--- config.mk ---
export PLATFORM = sky130hd
export DESIGN_NAME = vr_mode_ctrl
export DESIGN_NICKNAME = d
export VERILOG_FILES = /design/src/rtl/vr_mode_pkg.sv /design/src/rtl/timer_if.sv /design/src/rtl/countdown_timer.sv /design/src/rtl/vr_mode_ctrl.sv
export SDC_FILE = /design/constraint.sdc
export NUM_CORES = 1
export LEC_CHECK = 0
export BUFFER_PORTS_ARGS = -buffer_cell sky130_fd_sc_hd__buf_2
export CAP_MARGIN = 20
export CORE_MARGIN = 1
export CORE_UTILIZATION = 50
export DETAILED_ROUTE_END_ITERATION = 12
export GPL_ROUTABILITY_DRIVEN = 0
export GPL_TIMING_DRIVEN = 0
export PLACE_DENSITY = 0.73
export SKIP_CTS_REPAIR_TIMING = 1
export SLEW_MARGIN = 20
export SYNTH_ARGS = -nofsm -noshare
export SYNTH_HDL_FRONTEND = slang
export SYNTH_SLANG_ARGS = --single-unit
--- constraint.sdc ---
create_clock -name core_clk -period 6.9 [get_ports core_clk]
set_clock_uncertainty 0.1 [all_clocks]
set_input_delay 0.69 -clock core_clk [delete_from_list [all_inputs] [get_ports core_clk]]
set_output_delay 0.69 -clock core_clk [all_outputs]
set_load 0.01 [all_outputs]
--- src/rtl/vr_mode_pkg.sv ---
// constants for the regulator mode and output-good block
// assumes a 20 MHz core_clk and a plain register port
package vr_mode_pkg;
    // ------------------------------------------------------------
    // register map
    // ------------------------------------------------------------
    localparam logic [7:0] CTRL_OFS = 8'h00;
    localparam logic [7:0] STAT_OFS = 8'h04;
    localparam int CTRL_ONE_PH_BIT = 0;
    localparam int CTRL_FLT_CLR_BIT = 1;
    localparam logic [31:0] CTRL_RST = 32'h0000_0000;
    localparam int STAT_STATE_LSB = 0;
    localparam int STAT_SKIP_BIT = 8;
    localparam int STAT_TWO_PH_BIT = 9;
    localparam int STAT_BLANK_BIT = 10;
    localparam int STAT_FAULT_BIT = 11;
    localparam int STAT_PGDONE_BIT = 12;
    localparam int STAT_GOOD_BIT = 13;

    // ------------------------------------------------------------
    // timing
    // ------------------------------------------------------------
    localparam int CLK_PERIOD_NS = 50;
    localparam int PWM_HOLD_NS = 20000;
    localparam int PWM_HOLD_CYC =
        (PWM_HOLD_NS + CLK_PERIOD_NS - 1) / CLK_PERIOD_NS;
    localparam int BLANK_NS = 20000;
    localparam int BLANK_CYC = (BLANK_NS + CLK_PERIOD_NS - 1) / CLK_PERIOD_NS;
    localparam int PG_HOLD_MS = 5;
    localparam int PG_HOLD_CYC = PG_HOLD_MS * 1000000 / CLK_PERIOD_NS;
    localparam int TMR_W = 17;
    localparam int SYNC_N = 13;

    // ------------------------------------------------------------
    // sequencer states
    // ------------------------------------------------------------
    typedef enum logic [6:0] {
        ST_OFF = 7'h01,
        ST_START = 7'h02,
        ST_BOOT = 7'h04,
        ST_B2V = 7'h08,
        ST_RUN = 7'h10,
        ST_SOFTOFF = 7'h20,
        ST_FAULT = 7'h40
    } seq_state_t;
endpackage

--- src/rtl/timer_if.sv ---
// start and busy handshake between the sequencer and a countdown timer
// assumes timer and user share core_clk
`timescale 1ns/1ps
interface timer_if;
    logic start;
    logic [vr_mode_pkg::TMR_W-1:0] load;
    logic busy;
    modport user (output start, output load, input busy);
    modport tmr (input start, input load, output busy);
endinterface

--- src/rtl/countdown_timer.sv ---
// countdown timer, busy while the count is above zero
// assumes start is a one-cycle pulse from core_clk logic
`timescale 1ns/1ps
module countdown_timer (
    input wire logic core_clk,
    input wire logic resetn,
    timer_if.tmr t
);
    logic [vr_mode_pkg::TMR_W-1:0] cnt_r;

    always_ff @(posedge core_clk or negedge resetn) begin
        if (!resetn) begin
            cnt_r <= '0;
        end else if (t.start) begin
            cnt_r <= t.load;
        end else if (cnt_r != '0) begin
            cnt_r <= cnt_r - 1'b1;
        end
    end

    assign t.busy = (cnt_r != '0);
endmodule

--- src/rtl/vr_mode_ctrl.sv ---
// mode selection, clock-enable and output-good logic of a two-phase
// core regulator controller
// assumes analog status arrives as asynchronous levels on pins
`timescale 1ns/1ps
module vr_mode_ctrl #(
    parameter int PG_HOLD_CYCLES = vr_mode_pkg::PG_HOLD_CYC
) (
    input wire logic core_clk,
    input wire logic resetn,
    input wire logic skip_request,
    input wire logic power_state_hint,
    input wire logic shutdown_n,
    input wire logic fb_under,
    input wire logic fb_over,
    input wire logic code_trans_active,
    input wire logic code_trans_down,
    input wire logic slew_active,
    input wire logic period_current_low,
    input wire logic phase2_tied_core,
    input wire logic boot_reached,
    input wire logic code_mode_go,
    input wire logic ramp_down_done,
    input wire logic [7:0] reg_addr,
    input wire logic [31:0] reg_wdata,
    input wire logic reg_wr,
    input wire logic reg_rd,
    output logic [31:0] reg_rdata,
    output logic clock_enable_out_n,
    output logic output_good_out,
    output logic output_good_oe,
    output logic pwm_forced,
    output logic two_phase,
    output logic controller_en,
    output logic gate_drive_en,
    output logic ovp_transitional,
    output logic slow_slew,
    output logic open_pin_fault
);
    // ------------------------------------------------------------
    // input synchronisers
    // ------------------------------------------------------------
    logic [vr_mode_pkg::SYNC_N-1:0] raw, meta_r, sync_r;
    assign raw = {skip_request, power_state_hint, shutdown_n, fb_under,
                  fb_over, code_trans_active, code_trans_down, slew_active,
                  period_current_low, phase2_tied_core, boot_reached,
                  code_mode_go, ramp_down_done};

    genvar gi;
    generate
        for (gi = 0; gi < vr_mode_pkg::SYNC_N; gi++) begin : g_sync
            always_ff @(posedge core_clk or negedge resetn) begin
                if (!resetn) begin
                    meta_r[gi] <= 1'b0;
                    sync_r[gi] <= 1'b0;
                end else begin
                    meta_r[gi] <= raw[gi];
                    sync_r[gi] <= meta_r[gi];
                end
            end
        end
    endgenerate

    logic s_skip, s_hint, s_shutdown_n_n, s_under, s_over, s_trans, s_down;
    logic s_slew, s_ton_low, s_p2tied, s_boot, s_go, s_ramp_done;
    assign {s_skip, s_hint, s_shutdown_n_n, s_under, s_over, s_trans, s_down,
            s_slew, s_ton_low, s_p2tied, s_boot, s_go, s_ramp_done} = sync_r;

    // ------------------------------------------------------------
    // registers and timers
    // ------------------------------------------------------------
    vr_mode_pkg::seq_state_t state_r, state_nxt;
    logic [31:0] ctrl_r;
    logic fault_r, skip_mode_r, blank_r, trans_d_r, pg_done_r, good_nxt;
    logic one_phase, trans_rise, in_reg;

    timer_if hold_t ();
    timer_if blank_t ();
    timer_if pg_t ();
    countdown_timer u_hold (.core_clk(core_clk), .resetn(resetn),
                            .t(hold_t));
    countdown_timer u_blank (.core_clk(core_clk), .resetn(resetn),
                             .t(blank_t));
    countdown_timer u_pg (.core_clk(core_clk), .resetn(resetn), .t(pg_t));

    assign one_phase = s_p2tied | ctrl_r[vr_mode_pkg::CTRL_ONE_PH_BIT];
    assign trans_rise = s_trans & ~trans_d_r;
    assign in_reg = ~s_under & (~s_over | blank_r);

    // ------------------------------------------------------------
    // sequencer
    // ------------------------------------------------------------
    always_comb begin
        state_nxt = state_r;
        case (state_r)
            vr_mode_pkg::ST_OFF: begin
                if (s_shutdown_n_n && !fault_r) begin
                    state_nxt = vr_mode_pkg::ST_START;
                end
            end
            vr_mode_pkg::ST_START: begin
                if (s_boot) begin
                    state_nxt = vr_mode_pkg::ST_BOOT;
                end
            end
            vr_mode_pkg::ST_BOOT: begin
                if (s_go) begin
                    state_nxt = vr_mode_pkg::ST_B2V;
                end
            end
            vr_mode_pkg::ST_B2V: begin
                if (!s_slew && !s_trans) begin
                    state_nxt = vr_mode_pkg::ST_RUN;
                end
            end
            vr_mode_pkg::ST_RUN: begin
                state_nxt = vr_mode_pkg::ST_RUN;
            end
            vr_mode_pkg::ST_SOFTOFF: begin
                if (s_ramp_done) begin
                    state_nxt = vr_mode_pkg::ST_OFF;
                end
            end
            vr_mode_pkg::ST_FAULT: begin
                if (!s_shutdown_n_n) begin
                    state_nxt = vr_mode_pkg::ST_OFF;
                end
            end
            default: state_nxt = vr_mode_pkg::ST_OFF;
        endcase
        if (state_r != vr_mode_pkg::ST_OFF &&
            state_r != vr_mode_pkg::ST_FAULT) begin
            if (s_ton_low) begin
                state_nxt = vr_mode_pkg::ST_FAULT;
            end else if (!s_shutdown_n_n &&
                         state_r != vr_mode_pkg::ST_SOFTOFF) begin
                state_nxt = vr_mode_pkg::ST_SOFTOFF;
            end
        end
    end

    always_ff @(posedge core_clk or negedge resetn) begin
        if (!resetn) begin
            state_r <= vr_mode_pkg::ST_OFF;
        end else begin
            state_r <= state_nxt;
        end
    end

    // ------------------------------------------------------------
    // pulse-skip request tracking
    // ------------------------------------------------------------
    always_ff @(posedge core_clk or negedge resetn) begin
        if (!resetn) begin
            skip_mode_r <= 1'b0;
        end else if (s_skip) begin
            skip_mode_r <= 1'b1;
        end else if (in_reg) begin
            skip_mode_r <= 1'b0;
        end
    end

    // ------------------------------------------------------------
    // timers: post-transition PWM hold, blanking, output-good hold
    // ------------------------------------------------------------
    assign hold_t.start = (state_r == vr_mode_pkg::ST_B2V) &&
                          (state_nxt == vr_mode_pkg::ST_RUN);
    assign hold_t.load = vr_mode_pkg::TMR_W'(vr_mode_pkg::PWM_HOLD_CYC);
    assign blank_t.start = trans_rise;
    assign blank_t.load = vr_mode_pkg::TMR_W'(vr_mode_pkg::BLANK_CYC);
    assign pg_t.start = (state_r == vr_mode_pkg::ST_BOOT) &&
                        (state_nxt == vr_mode_pkg::ST_B2V);
    assign pg_t.load = vr_mode_pkg::TMR_W'(PG_HOLD_CYCLES);

    always_ff @(posedge core_clk or negedge resetn) begin
        if (!resetn) begin
            trans_d_r <= 1'b0;
        end else begin
            trans_d_r <= s_trans;
        end
    end

    always_ff @(posedge core_clk or negedge resetn) begin
        if (!resetn) begin
            blank_r <= 1'b0;
        end else if (state_r != vr_mode_pkg::ST_RUN) begin
            blank_r <= 1'b0;
        end else if (trans_rise && s_down && skip_mode_r) begin
            blank_r <= 1'b1;
        end else if (!blank_t.busy && !s_trans && !s_under) begin
            blank_r <= 1'b0;
        end
    end

    always_ff @(posedge core_clk or negedge resetn) begin
        if (!resetn) begin
            pg_done_r <= 1'b0;
        end else if (state_r == vr_mode_pkg::ST_OFF ||
                     state_r == vr_mode_pkg::ST_START ||
                     state_r == vr_mode_pkg::ST_BOOT) begin
            pg_done_r <= 1'b0;
        end else if (!pg_t.busy && !pg_t.start) begin
            pg_done_r <= 1'b1;
        end
    end

    // ------------------------------------------------------------
    // open-pin fault latch, set wins over clear
    // ------------------------------------------------------------
    always_ff @(posedge core_clk or negedge resetn) begin
        if (!resetn) begin
            fault_r <= 1'b0;
        end else if (s_ton_low && state_r != vr_mode_pkg::ST_OFF) begin
            fault_r <= 1'b1;
        end else if (reg_wr && reg_addr == vr_mode_pkg::CTRL_OFS &&
                     reg_wdata[vr_mode_pkg::CTRL_FLT_CLR_BIT]) begin
            fault_r <= 1'b0;
        end
    end

    // ------------------------------------------------------------
    // output good and clock enable
    // ------------------------------------------------------------
    always_comb begin
        good_nxt = 1'b0;
        if ((state_r == vr_mode_pkg::ST_RUN ||
             state_r == vr_mode_pkg::ST_B2V) && pg_done_r) begin
            if (s_slew) begin
                good_nxt = 1'b1;
            end else begin
                good_nxt = ~s_under & (~s_over | blank_r | s_skip);
            end
        end
    end

    always_ff @(posedge core_clk or negedge resetn) begin
        if (!resetn) begin
            output_good_oe <= 1'b1;
            output_good_out <= 1'b0;
            clock_enable_out_n <= 1'b1;
        end else begin
            output_good_oe <= ~good_nxt;
            output_good_out <= 1'b0;
            if (state_r != vr_mode_pkg::ST_RUN &&
                state_r != vr_mode_pkg::ST_B2V) begin
                clock_enable_out_n <= 1'b1;
            end else if (s_trans) begin
                clock_enable_out_n <= 1'b0;
            end else if (pg_done_r) begin
                clock_enable_out_n <= ~good_nxt;
            end else begin
                clock_enable_out_n <= s_under | (s_over & ~s_skip);
            end
        end
    end

    // ------------------------------------------------------------
    // mode, phase count and drive outputs
    // ------------------------------------------------------------
    always_ff @(posedge core_clk or negedge resetn) begin
        if (!resetn) begin
            pwm_forced <= 1'b0;
            two_phase <= 1'b0;
            controller_en <= 1'b0;
            gate_drive_en <= 1'b0;
            ovp_transitional <= 1'b0;
            slow_slew <= 1'b0;
            open_pin_fault <= 1'b0;
        end else begin
            open_pin_fault <= fault_r;
            ovp_transitional <= blank_r;
            slow_slew <= (state_r == vr_mode_pkg::ST_START) ||
                         (state_r == vr_mode_pkg::ST_SOFTOFF);
            controller_en <= (state_r != vr_mode_pkg::ST_OFF) &&
                             (state_r != vr_mode_pkg::ST_FAULT);
            gate_drive_en <= (state_r != vr_mode_pkg::ST_OFF) &&
                             (state_r != vr_mode_pkg::ST_FAULT);
            case (state_r)
                vr_mode_pkg::ST_START, vr_mode_pkg::ST_BOOT: begin
                    pwm_forced <= 1'b0;
                    two_phase <= ~one_phase;
                end
                vr_mode_pkg::ST_B2V, vr_mode_pkg::ST_SOFTOFF: begin
                    pwm_forced <= 1'b1;
                    two_phase <= ~one_phase;
                end
                vr_mode_pkg::ST_RUN: begin
                    if (hold_t.busy) begin
                        pwm_forced <= 1'b1;
                        two_phase <= ~one_phase;
                    end else if (skip_mode_r) begin
                        pwm_forced <= 1'b0;
                        two_phase <= 1'b0;
                    end else begin
                        pwm_forced <= 1'b1;
                        two_phase <= s_hint & ~one_phase;
                    end
                end
                default: begin
                    pwm_forced <= 1'b0;
                    two_phase <= 1'b0;
                end
            endcase
        end
    end

    // ------------------------------------------------------------
    // register port
    // ------------------------------------------------------------
    always_ff @(posedge core_clk or negedge resetn) begin
        if (!resetn) begin
            ctrl_r <= vr_mode_pkg::CTRL_RST;
        end else if (reg_wr && reg_addr == vr_mode_pkg::CTRL_OFS) begin
            ctrl_r <= {31'h0000_0000, reg_wdata[vr_mode_pkg::CTRL_ONE_PH_BIT]};
        end
    end

    always_ff @(posedge core_clk or negedge resetn) begin
        if (!resetn) begin
            reg_rdata <= 32'h0000_0000;
        end else if (reg_rd && reg_addr == vr_mode_pkg::CTRL_OFS) begin
            reg_rdata <= ctrl_r;
        end else if (reg_rd && reg_addr == vr_mode_pkg::STAT_OFS) begin
            reg_rdata <= 32'h0000_0000;
            reg_rdata[vr_mode_pkg::STAT_STATE_LSB +: 7] <= state_r;
            reg_rdata[vr_mode_pkg::STAT_SKIP_BIT] <= skip_mode_r;
            reg_rdata[vr_mode_pkg::STAT_TWO_PH_BIT] <= two_phase;
            reg_rdata[vr_mode_pkg::STAT_BLANK_BIT] <= blank_r;
            reg_rdata[vr_mode_pkg::STAT_FAULT_BIT] <= fault_r;
            reg_rdata[vr_mode_pkg::STAT_PGDONE_BIT] <= pg_done_r;
            reg_rdata[vr_mode_pkg::STAT_GOOD_BIT] <= ~output_good_oe;
        end else begin
            reg_rdata <= 32'h0000_0000;
        end
    end
endmodule

==> out/metrics.csv, run 1 <==
stage,metric,value,unit
worst_setup_path,critical_path_class,reg2reg,
yosys,synth_seq_area_share,0.545,
placement,hpwl,6690,microns
yosys,syn_avg_cell_area,10.5,sq um
route,drc,0,
cells_and_area,syn_to_final_growth,13.5,%
floorplanning,core_area,0.00982,sq mm
floorplanning,die_area,0.0106,sq mm
outcome,status,"complete, no violations",
sta,finalSetupViolCount,0,
route,viasPerCell,5.17,
clock_tree,ctsRootBufferMaster,clkbuf_8,
worst_setup_path,cp-end-kind,register,
route,wire_per_inst,12.9,microns
grt,gr-usage-met2,0.332,
worst_setup_path,crit_path_max_fanout,10,
clock_tree,clk_latency,0.38,ns
power_and_ir_drop,ir_worst_vdd,0.188,mV
clock_tree,clk_pin_slew,0.11,ns
sta,setup_tns,0,ns
sta,finalCritPeriodShare,0.356,
yosys,synthTopCellsByCount,"108 x dfrtp_1, 55 x nor2_1, 33 x xor2_1",
sta,slew_viol_final,0,
min_path,hold_class,in2async,
yosys,yosysMostFrequentCell,dfrtp_1,
route,drt_first_pass_iters,4,
sta,hold_viol,0,
job,maxCapViolCount,0,
grt,grt.busiest_layer,met2,
sta,setup_ws,4.45,ns
cells_and_area,drive_above_1_share,0.182,
yosys,synth.distinct_cells,59,
grt,overflow,0,
floorplanning,io_pins,99,
yosys,synthFlopType,dfrtp_1,
route,wl,9110,microns
route,vias,3640,
grt,globalRouteMet1Util,0.250,
yosys,synth_top_area_share,0.530,
cells_and_area,diodes,0,
floorplanning,num_rows,36,
sta,tightest_slew,0.918,ns
worst_setup_path,required,7.06,ns
clock_tree,cts.sinks,111,
route,drt_iter0_drc,144,
worst_setup_path,startpoint_type,register,
floorplanning,die_y,103,microns
power_and_ir_drop,power.leakage,0.00276,uW
sta,rsz0062_at_grt,no,
floorplanning,die_w,103,microns
grt,grt_max_degree,70,
floorplanning,start_util,0.519,
clock_tree,clockBufferDepth,2,
yosys,synth_top_area_cell,dfrtp_1,
grt,antenna_found_initial,0,
cells_and_area,fin_nets,626,
yosys,synth_warnings,0,
worst_setup_path,arrival,2.62,ns
yosys,synth-seq-cells,111,
yosys,netlist_area,0.00510,sq mm
yosys,synth-edff-count,0,
clock_tree,numCtsBuffers,9,
clock_tree,htree_num_levels,3,
grt,grt_pass1_wl,16100,microns
power_and_ir_drop,power_density,270,mW/mm^2
placement,dp_slack,4.19,ns
route,ant_nets,0,
sta,max_slew_margin,0.383,
yosys,syn-instance-count,487,
yosys,synthArstFlopShare,1.00,
placement,io_buffers,48,
grt,grt_pass1_vias,3542,
grt,grt_usage,0.198,
sta,max_freq,0.407,GHz
yosys,netlist_top_cells_area,"dfrtp_1 53%, xor2_1 5.7%, nor2_1 4.0%",
clock_tree,cts_tree,done,
grt,grt_util_met3,0.0542,
sta,finalCriticalPeriod,2.45,ns
==> per-stage QoR <==
stage | instances | cell area, sq um | utilization | hold slack [ns] | total power [uW]
global placement | 687 | 5580 | 0.568 | 0.233 | 1200
detailed placement | 688 | 5610 | 0.572 | 0.235 | 1220
floorplan | 506 | 5170 | - | 0.231 | 1110
global route | 704 | 5790 | 0.590 | 0.116 | 1680
finish | 704 | 5790 | 0.590 | 0.118 | 1560
CTS | 704 | 5790 | 0.590 | 0.115 | 1580
==> final timing paths <==
| check | startpoint | endpoint | slack (ns) | cells past startpoint |
|---|---|---|---|---|
| worst min register to register | meta_r[6] | s_down | 0.26 | 0 |
| worst min-delay path | resetn | open_pin_fault | 0.12 | 1 |
| max in group asynchronous | resetn | clock_enable_out_n | 5.91 | 2 |
| min in group core_clk | meta_r[6] | s_down | 0.26 | 0 |
| worst max register to register | state_r[0] | u_hold.cnt_r[10] | 4.45 | 6 |
| worst max-delay path | state_r[0] | u_hold.cnt_r[10] | 4.45 | 6 |
==> cell families (layout without fill, tap and decap cells) <==
family / Yosys count / in the layout / synth area share
compound gates: 69 / 69 / 0.0920
xor+xnor: 40 / 40 / 0.0687
fa+ha+maj: 3 / 3 / 0.00736
buf+inv: 53 / 118 / 0.0576
flops: 111 / 111 / 0.545
mux: 2 / 2 / 0.00417
other cells: 1 / 20 / 0.000735
simple gates: 208 / 208 / 0.224
==> cells in the final DEF, fill, tap and decap left out, types with 3 or more instances in the layout <==
cell type | Yosys | final
dfstp_2 | 3 | 3
nor3_1 | 20 | 20
nand2b_1 | 10 | 10
nor3b_1 | 5 | 5
and3_1 | 3 | 3
nor2b_1 | 11 | 11
xnor2_1 | 7 | 7
nand2_1 | 25 | 25
nor4_1 | 12 | 12
nor4b_1 | 3 | 3
a211oi_1 | 4 | 4
inv_1 | 15 | 15
o21ai_0 | 9 | 9
nand3_1 | 20 | 20
buf_4 | 22 | 22
clkbuf_1 | 10 | 10
or4_1 | 10 | 10
o211ai_1 | 4 | 4
inv_6 | 0 | 4
o21a_1 | 9 | 9
o21ai_1 | 9 | 9
ha_1 | 3 | 3
or3_1 | 5 | 5
a21oi_1 | 13 | 13
buf_2 | 4 | 51
a31oi_1 | 4 | 4
and2_1 | 11 | 11
nor2_1 | 55 | 55
nand4b_1 | 3 | 3
conb_1 | 1 | 20
o31ai_1 | 4 | 4
nand3b_1 | 3 | 3
xor2_1 | 33 | 33
clkbuf_8 | 0 | 9
dfrtp_1 | 108 | 108
==> layer usage <==
metal  up-vias  part of all wire  wire [microns]
li1       1815                 -               -
met1      1732              0.46            4170
met2        80              0.48            4410
met3        13             0.042             380
met4         0             0.017             154
met5         -                 0               0
==> worst max-delay path: stages, from the launching register on <==
cell and delay (ns):
dfstp_2 0.59, or4b_1 0.50, o21a_1 0.24, o2bb2ai_2 0.19
nor4_4 0.41, buf_4 0.25, nor2_1 0.06
==> power breakdown <==
| part | total (uW) | internal [uW] | switching, uW |
|---|---|---|---|
| Sequential | 825 | 739 | 85.1 |
| Combinational | 385 | 168 | 217 |
| Clock | 354 | 136 | 218 |
| Total | 1560 | 1040 | 520 |
==> final cells by class <==
| type | count | area (sq um) |
|---|---|---|
| buffer | 38 | 238 |
| clock buffer | 9 | 124 |
| clock inverter | 7 | 53.8 |
| fill | 860 | 4030 |
| inverter | 15 | 56.3 |
| multi-input combinational | 342 | 2100 |
| sequential | 111 | 2780 |
| tap | 133 | 166 |
| timing repair buffer | 49 | 274 |
==> state kept, by name (all words and copies together) (netlist names), 7 cells and up <==
name and cells:
meta_r 13, reg_rdata 13, state_r 7, u_blank.cnt_r 17
u_hold.cnt_r 17, u_pg.cnt_r 17
(Power assumes the default switching activity.)
==> run 2: changes to the inputs <==
- clock period: 6.9 -> 2.3 ns (I/O delays scaled with it)
==> run 2 against run 1 <==
Net effect:
- the flow now finishes with violations (setup timing)
- flip-flop and latch count did not move
- combinational power increased to 3.5 times the previous value
- largest cell class unchanged
- via count is 3.4% higher
- register-to-register slack lost 4.5 ns
==> out/metrics.csv, run 2 (same netlist as run 1, synthesis figures left out) <==
stage,metric,value,unit,change
floorplanning,core_area,0.00982,sq mm,unchanged
power_and_ir_drop,p_clk_frac,0.216,,was 0.226
route,drc,0,,unchanged
min_path,hold_depth,4,,
worst_setup_path,crit_slowest_cell,or4_4,,was dfstp_2
placement,hpwl,6690,microns,unchanged
sta,tightest_slew,0.556,ns,was 0.918 ns
worst_setup_path,startpoint_type,register,,unchanged
cells_and_area,fin_util,0.627,,was 0.590
clock_tree,ctsRootBufferMaster,clkbuf_8,,unchanged
floorplanning,io_pins,99,,unchanged
floorplanning,start_util,0.519,,unchanged
sta,max_slew_margin,0.626,,was 0.383
sta,slew_viol_final,0,,unchanged
min_path,holdCritStartpoint,reg_addr[6],,
power_and_ir_drop,seqPwrFrac,0.510,,was 0.527
sta,finalSetupViolCount,3,,was 0
cells_and_area,diodes,0,,unchanged
cells_and_area,mostFrequentLayoutCell,dfrtp_1,,unchanged
grt,grt_usage,0.198,,unchanged
floorplanning,die_w,103,microns,unchanged
outcome,violations,setup timing,,
worst_setup_path,path_buf_inv,1,,unchanged
cells_and_area,syn_to_final_growth,20.8,%,was 13.5%
clock_tree,numCtsBuffers,9,,unchanged
power_and_ir_drop,p_sw,1650,uW,was 520 uW
worst_setup_path,crit_path_max_fanout,10,,unchanged
clock_tree,clockBufferDepth,2,,unchanged
worst_setup_path,cp-end-kind,register,,unchanged
power_and_ir_drop,comb_power_share,0.274,,was 0.246
sta,finalCriticalPeriod,2.33,ns,was 2.45 ns
clock_tree,cts.sinks,111,,unchanged
worst_setup_path,worst_r2r_endpoint,u_pg.cnt_r[5],,was u_hold.cnt_r[10]
power_and_ir_drop,switching_share,0.336,,was 0.333
worst_setup_path,worstRegToRegCells,6,,unchanged
cells_and_area,reg.largest.list,"u_blank.cnt_r (17), u_hold.cnt_r (17), u_pg.cnt_r (17)",,unchanged
worst_setup_path,arrival,2.49,ns,was 2.62 ns
route,ant_nets,0,,unchanged
sta,hold_viol,0,,unchanged
power_and_ir_drop,power_density,796,mW/mm^2,was 270 mW/mm^2
power_and_ir_drop,total_power,4900,uW,was 1560 uW
route,drt_iter0_drc,147,,was 144
sta,setup_ws,-0.0319,ns,was 4.45 ns
sta,hold_ws,0.0376,ns,was 0.118 ns
route,wire_per_inst,13.2,microns,was 12.9 microns
route,wl,9680,microns,was 9110 microns
grt,grt_pass1_vias,3542,,unchanged
power_and_ir_drop,power.leakage,0.00292,uW,was 0.00276 uW
sta,max_freq,0.429,GHz,was 0.407 GHz
worst_setup_path,cpPeakStageDelay,0.59,ns,about the same
sta,setup_tns,-0.0492,ns,was 0 ns
route,vias,3765,,was 3640
worst_setup_path,crit_family,simple AND/OR/NAND/NOR gates,,unchanged
worst_setup_path,crit_chain,"or4_4, or4_4, buf_8, o21ai_2, xor2_1, nand2_1",,"was or4b_1, o21a_1, o2bb2ai_2, nor4_4, buf_4, nor2_1"
worst_setup_path,worstReg2RegStart,u_pg.cnt_r[14],,was state_r[0]
job,maxCapViolCount,0,,unchanged
cells_and_area,layout.cells.most_common_list,"108 x dfrtp_1, 55 x nor2_1, 49 x buf_2, 33 x xor2_1, 32 x buf_4",,"was 108 x dfrtp_1, 55 x nor2_1, 51 x buf_2, 33 x xor2_1, 25 x nand2_1"
worst_setup_path,critical_path_class,reg2reg,,unchanged
route,drt_first_pass_iters,4,,unchanged
cells_and_area,fin_nets,653,,was 626
worst_setup_path,required,2.46,ns,was 7.06 ns
worst_setup_path,r2r_slack,-0.03,ns,was 4.45 ns
clock_tree,clk_pin_slew,0.10,ns,was 0.11 ns
sta,rsz0062_at_grt,yes,,was no
min_path,hold_class,in2reg,,was in2async
outcome,status,finished with violations,,"was complete, no violations"
grt,grt_max_degree,70,,unchanged
power_and_ir_drop,internal-power,3260,uW,was 1040 uW
floorplanning,die_area,0.0106,sq mm,unchanged
clock_tree,clk_latency,0.37,ns,was 0.38 ns
min_path,hold_end,reg_rdata[0],,
grt,grt_pass1_wl,16100,microns,unchanged
cells_and_area,drive_above_1_share,0.227,,was 0.182
floorplanning,num_rows,36,,unchanged
floorplanning,die_y,103,microns,unchanged
sta,finalCritPeriodShare,1.01,,was 0.356
clock_tree,htree_num_levels,3,,unchanged
worst_setup_path,worst_path_most_repeated_cell,or4_4,,
power_and_ir_drop,ir_worst_vdd,0.555,mV,was 0.188 mV
grt,antenna_found_initial,0,,unchanged
placement,io_buffers,48,,unchanged
grt,overflow,0,,unchanged
clock_tree,cts_tree,done,,unchanged
cells_and_area,n_fill_cell,808,,was 860
route,viasPerCell,5.15,,was 5.17
## run 2: changes by cell type in the layout (fill, tap and decap cells not counted), sizes merged
cell         change
clkbuf           -1
dlygate4sd3     +16
buf             +12
## run 2: cell type report
type	instances	area, sq um	area share
Inverter	15	56.3	0.00914
Tap cell	133	166	0.0270
Clock inverter	7	53.8	0.00873
Multi-Input combinational cell	342	2190	0.356
Sequential cell	111	2780	0.451
Buffer	37	259	0.0420
Timing Repair Buffer	77	526	0.0853
Clock buffer	9	124	0.0201
## run 2: how the worst max path moves through the flow
stage                   start               end  slack (ns)  depth (start not counted)
4_1_cts            state_r[0]  u_hold.cnt_r[10]       -0.18                          6
6_report       u_pg.cnt_r[14]     u_pg.cnt_r[5]       -0.03                          6
5_1_grt        u_pg.cnt_r[14]     u_pg.cnt_r[5]       -0.11                          6
3_3_place_gp           resetn  u_hold.cnt_r[14]       -0.29                          1
3_5_place_dp       state_r[2]  u_hold.cnt_r[10]       -0.16                          7
2_1_floorplan   u_pg.cnt_r[5]    u_pg.cnt_r[16]        0.05                          6
## run 2: metrics by stage
step           std cells  worst slack, ns  area [sq um]
3_3_place_gp         687           -0.287          5580
2_1_floorplan        506           0.0475          5170
6_report             731          -0.0319          6160
5_1_grt              731           -0.113          6160
4_1_cts              704           -0.183          5790
3_5_place_dp         688           -0.163          5610
## run 2: worst reg2reg max path, cell delays in order (launching register included)
cell and delay [ns]:
dfrtp_1 0.41, or4_4 0.56, or4_4 0.59, buf_8 0.18, o21ai_2 0.13, xor2_1 0.18, nand2_1 0.07
## run 2: metal layers
metal / global-route usage / vias to the layer above / part of all wire / routed length, microns
li1: - / 1872 / - / -
met4: 0.0661 / 0 / 0.013 / 123
met5: 0 / - / 0 / 0
met2: 0.332 / 75 / 0.50 / 4830
met3: 0.0542 / 9 / 0.046 / 447
met1: 0.250 / 1809 / 0.44 / 4280
## run 2: power groups by stage
stage,Combinational [uW],Sequential [uW],Clock [uW]
final,1340,2500,1060
after CTS,1160,2470,1110
after global routing,1510,2540,1200
after detailed placement,1160,2500,0
after floorplan,879,2450,0
after global placement,1110,2490,0
==> run 3: changes to the inputs <==
- SYNTH_HIERARCHICAL: unset -> 1
==> run 3 against run 2 <==
Net effect:
- the flow still finishes with violations (setup timing)
- critical path type unchanged
- highest routed layer unchanged
- largest power group unchanged
- synthesized area up 7.4%
- combinational power up 25%
- maximum frequency down 11%
- final cell count up 16%
- clock power up 16%
- flip-flop and latch count unchanged
- global-route usage up 0.59 points
- routed wire length up 23%
==> out/metrics.csv, run 3 <==
stage,metric,value,unit,change
sta,finalSetupViolCount,38,,was 3
power_and_ir_drop,internal-power,3660,uW,was 3260 uW
sta,max_freq,0.380,GHz,was 0.429 GHz
yosys,synth-edff-count,0,,unchanged
floorplanning,start_util,0.524,,was 0.519
floorplanning,die_w,107,microns,was 103 microns
yosys,netlist_top_cells_area,"dfrtp_1 49%, xnor2_1 4.8%, nor2_1 4.2%",,"was dfrtp_1 53%, xor2_1 5.7%, nor2_1 4.0%"
route,wire_per_inst,14.0,microns,was 13.2 microns
job,maxCapViolCount,0,,unchanged
min_path,hold_class,in2reg,,unchanged
yosys,yosysMostFrequentCell,dfrtp_1,,unchanged
yosys,synthTopCellsByCount,"108 x dfrtp_1, 62 x nor2_1, 33 x nand2_1",,"was 108 x dfrtp_1, 55 x nor2_1, 33 x xor2_1"
power_and_ir_drop,switching_share,0.333,,was 0.336
placement,hpwl,7430,microns,was 6690 microns
route,drc,0,,unchanged
grt,grt_usage,0.204,,was 0.198
worst_setup_path,cp-end-kind,register,,unchanged
worst_setup_path,startpoint_type,register,,unchanged
power_and_ir_drop,p_sw,1830,uW,was 1650 uW
placement,io_buffers,48,,unchanged
yosys,synth_warnings,6,,was 0
worst_setup_path,r2r_slack,-0.33,ns,was -0.03 ns
min_path,hold_depth,3,,was 4
worst_setup_path,crit_path_max_fanout,7,,was 10
sta,rsz0062_at_grt,yes,,unchanged
grt,grt_pass1_wl,18300,microns,was 16100 microns
clock_tree,cts_tree,done,,unchanged
floorplanning,num_rows,37,,was 36
worst_setup_path,worstRegToRegCells,8,,was 6
clock_tree,clk_latency,0.39,ns,was 0.37 ns
route,viasPerCell,5.10,,was 5.15
sta,finalCriticalPeriod,2.63,ns,was 2.33 ns
sta,hold_ws,0.0251,ns,was 0.0376 ns
power_and_ir_drop,ir_worst_vdd,0.569,mV,was 0.555 mV
floorplanning,die_y,107,microns,was 103 microns
route,drt_first_pass_iters,4,,unchanged
cells_and_area,n_fill_cell,785,,was 808
sta,finalCritPeriodShare,1.14,,was 1.01
power_and_ir_drop,comb_power_share,0.304,,was 0.274
clock_tree,clockBufferDepth,2,,unchanged
yosys,synth_seq_area_share,0.508,,was 0.545
cells_and_area,drive_above_1_share,0.311,,was 0.227
cells_and_area,fin_nets,769,,was 653
grt,grt_pass1_vias,3909,,was 3542
cells_and_area,layout.cells.most_common_list,"106 x dfrtp_1, 71 x conb_1, 60 x buf_4, 58 x nor2_1, 48 x buf_2",,"was 108 x dfrtp_1, 55 x nor2_1, 49 x buf_2, 33 x xor2_1, 32 x buf_4"
floorplanning,io_pins,99,,unchanged
yosys,synth_top_area_cell,dfrtp_1,,unchanged
power_and_ir_drop,power.leakage,0.00335,uW,was 0.00292 uW
grt,overflow,0,,unchanged
grt,grt_max_degree,79,,was 70
yosys,syn-instance-count,519,,was 487
cells_and_area,diodes,0,,unchanged
floorplanning,die_area,0.0114,sq mm,was 0.0106 sq mm
clock_tree,ctsRootBufferMaster,clkbuf_8,,unchanged
power_and_ir_drop,total_power,5490,uW,was 4900 uW
floorplanning,core_area,0.0105,sq mm,was 0.00982 sq mm
outcome,status,finished with violations,,unchanged
cells_and_area,mostFrequentLayoutCell,dfrtp_1,,unchanged
yosys,syn_avg_cell_area,10.6,sq um,was 10.5 sq um
cells_and_area,syn_to_final_growth,32.2,%,was 20.8%
power_and_ir_drop,seqPwrFrac,0.473,,was 0.510
power_and_ir_drop,power_density,758,mW/mm^2,was 796 mW/mm^2
yosys,synthFlopType,dfrtp_1,,unchanged
route,vias,4338,,was 3765
cells_and_area,reg.largest.list,"u_blank/cnt_r (17), u_hold/cnt_r (17), u_pg/cnt_r (17)",,"was u_blank.cnt_r (17), u_hold.cnt_r (17), u_pg.cnt_r (17)"
sta,hold_viol,0,,unchanged
yosys,synth_top_area_share,0.493,,was 0.530
route,drt_iter0_drc,190,,was 147
grt,antenna_found_initial,0,,unchanged
route,ant_nets,0,,unchanged
outcome,violations,setup timing,,unchanged
sta,slew_viol_final,0,,unchanged
sta,tightest_slew,0.562,ns,was 0.556 ns
worst_setup_path,arrival,2.82,ns,was 2.49 ns
yosys,netlist_area,0.00548,sq mm,was 0.00510 sq mm
worst_setup_path,critical_path_class,reg2reg,,unchanged
yosys,synth.distinct_cells,63,,was 59
clock_tree,cts.sinks,111,,unchanged
worst_setup_path,required,2.49,ns,was 2.46 ns
clock_tree,htree_num_levels,3,,unchanged
clock_tree,numCtsBuffers,9,,unchanged
yosys,synthArstFlopShare,1.00,,unchanged
sta,max_slew_margin,0.623,,was 0.626
clock_tree,clk_pin_slew,0.11,ns,was 0.10 ns
route,wl,11900,microns,was 9680 microns
sta,setup_tns,-6.35,ns,was -0.0492 ns
sta,setup_ws,-0.330,ns,was -0.0319 ns
yosys,synth-seq-cells,111,,unchanged
power_and_ir_drop,p_clk_frac,0.223,,was 0.216
run 3: cell types whose count changed in the layout (fill, tap and decap cells not counted), sizes merged, moves of 12 or more:
cell and delta:
mux2i +12, xnor2 +23, buf +34, xor2 -26, nand3 -19, conb +51
a211oi +19
run 3: worst paths after layout:
check / end / start
worst max-delay path: u_hold/cnt_r[1] / state_r[4]
worst min-delay path: fault_r / reg_wdata[1]
worst max register to register: u_hold/cnt_r[1] / state_r[4]
worst min register to register: s_trans / meta_r[7]
max in group asynchronous: clock_enable_out_n / resetn
min in group asynchronous: open_pin_fault / resetn
run 3: critical path, cell delays in order, from the launching register on:
cell and delay, ns:
dfrtp_2 0.44, buf_4 0.14, nor3_1 0.46, nand2_1 0.20, or2_2 0.35, nor3_4 0.30, inv_4 0.10, buf_4 0.15
mux2_4 0.28
run 3: layout make-up:
cell class,count,area [sq um],area share
inverter,16,67.6,0.00933
sequential,111,2780,0.384
clock inverter,6,68.8,0.00950
multi-input combinational,423,2870,0.396
clock buffer,10,138,0.0190
tap,136,170,0.0235
timing repair buffer,113,878,0.121
buffer,35,267,0.0368
run 3: kinds of logic (layout without fill, tap and decap cells):
kind of cell,Yosys count,after routing,share of synthesized area
AO/OA/AOI/OAI,96,96,0.121
XOR/XNOR,37,37,0.0591
adder cells (fa/ha/maj),3,3,0.00685
buffers and inverters,54,180,0.0578
flip-flops,111,111,0.508
multiplexers,17,17,0.0340
other,2,71,0.00137
AND/OR/NAND/NOR,199,199,0.212
run 3: routing by layer:
metal / GRT usage / share of wire / vias up
met5: 0 / 0 / -
met4: 0.0646 / 0.015 / 0
met3: 0.0547 / 0.036 / 19
met2: 0.334 / 0.52 / 85
met1: 0.265 / 0.43 / 2108
li1: - / - / 2126
run 3: through the flow:
| stage | std cells | utilization | setup WS, ns | instance area (sq um) |
|---|---|---|---|---|
| 5_1_grt | 850 | 0.692 | -0.450 | 7240 |
| 6_report | 850 | 0.692 | -0.330 | 7240 |
| 3_3_place_gp | 772 | 0.593 | -0.545 | 6200 |
| 4_1_cts | 789 | 0.616 | -0.606 | 6440 |
| 2_1_floorplan | 588 | - | -0.169 | 5790 |
| 3_5_place_dp | 773 | 0.596 | -0.597 | 6240 |
run 3: power by group through the flow:
stage,registers (uW),logic (uW),clock network [uW]
2_1_floorplan,2530,1060,0
3_3_place_gp,2580,1300,0
3_5_place_dp,2600,1360,0
4_1_cts,2570,1370,1250
5_1_grt,2650,1830,1340
6_report,2600,1670,1230
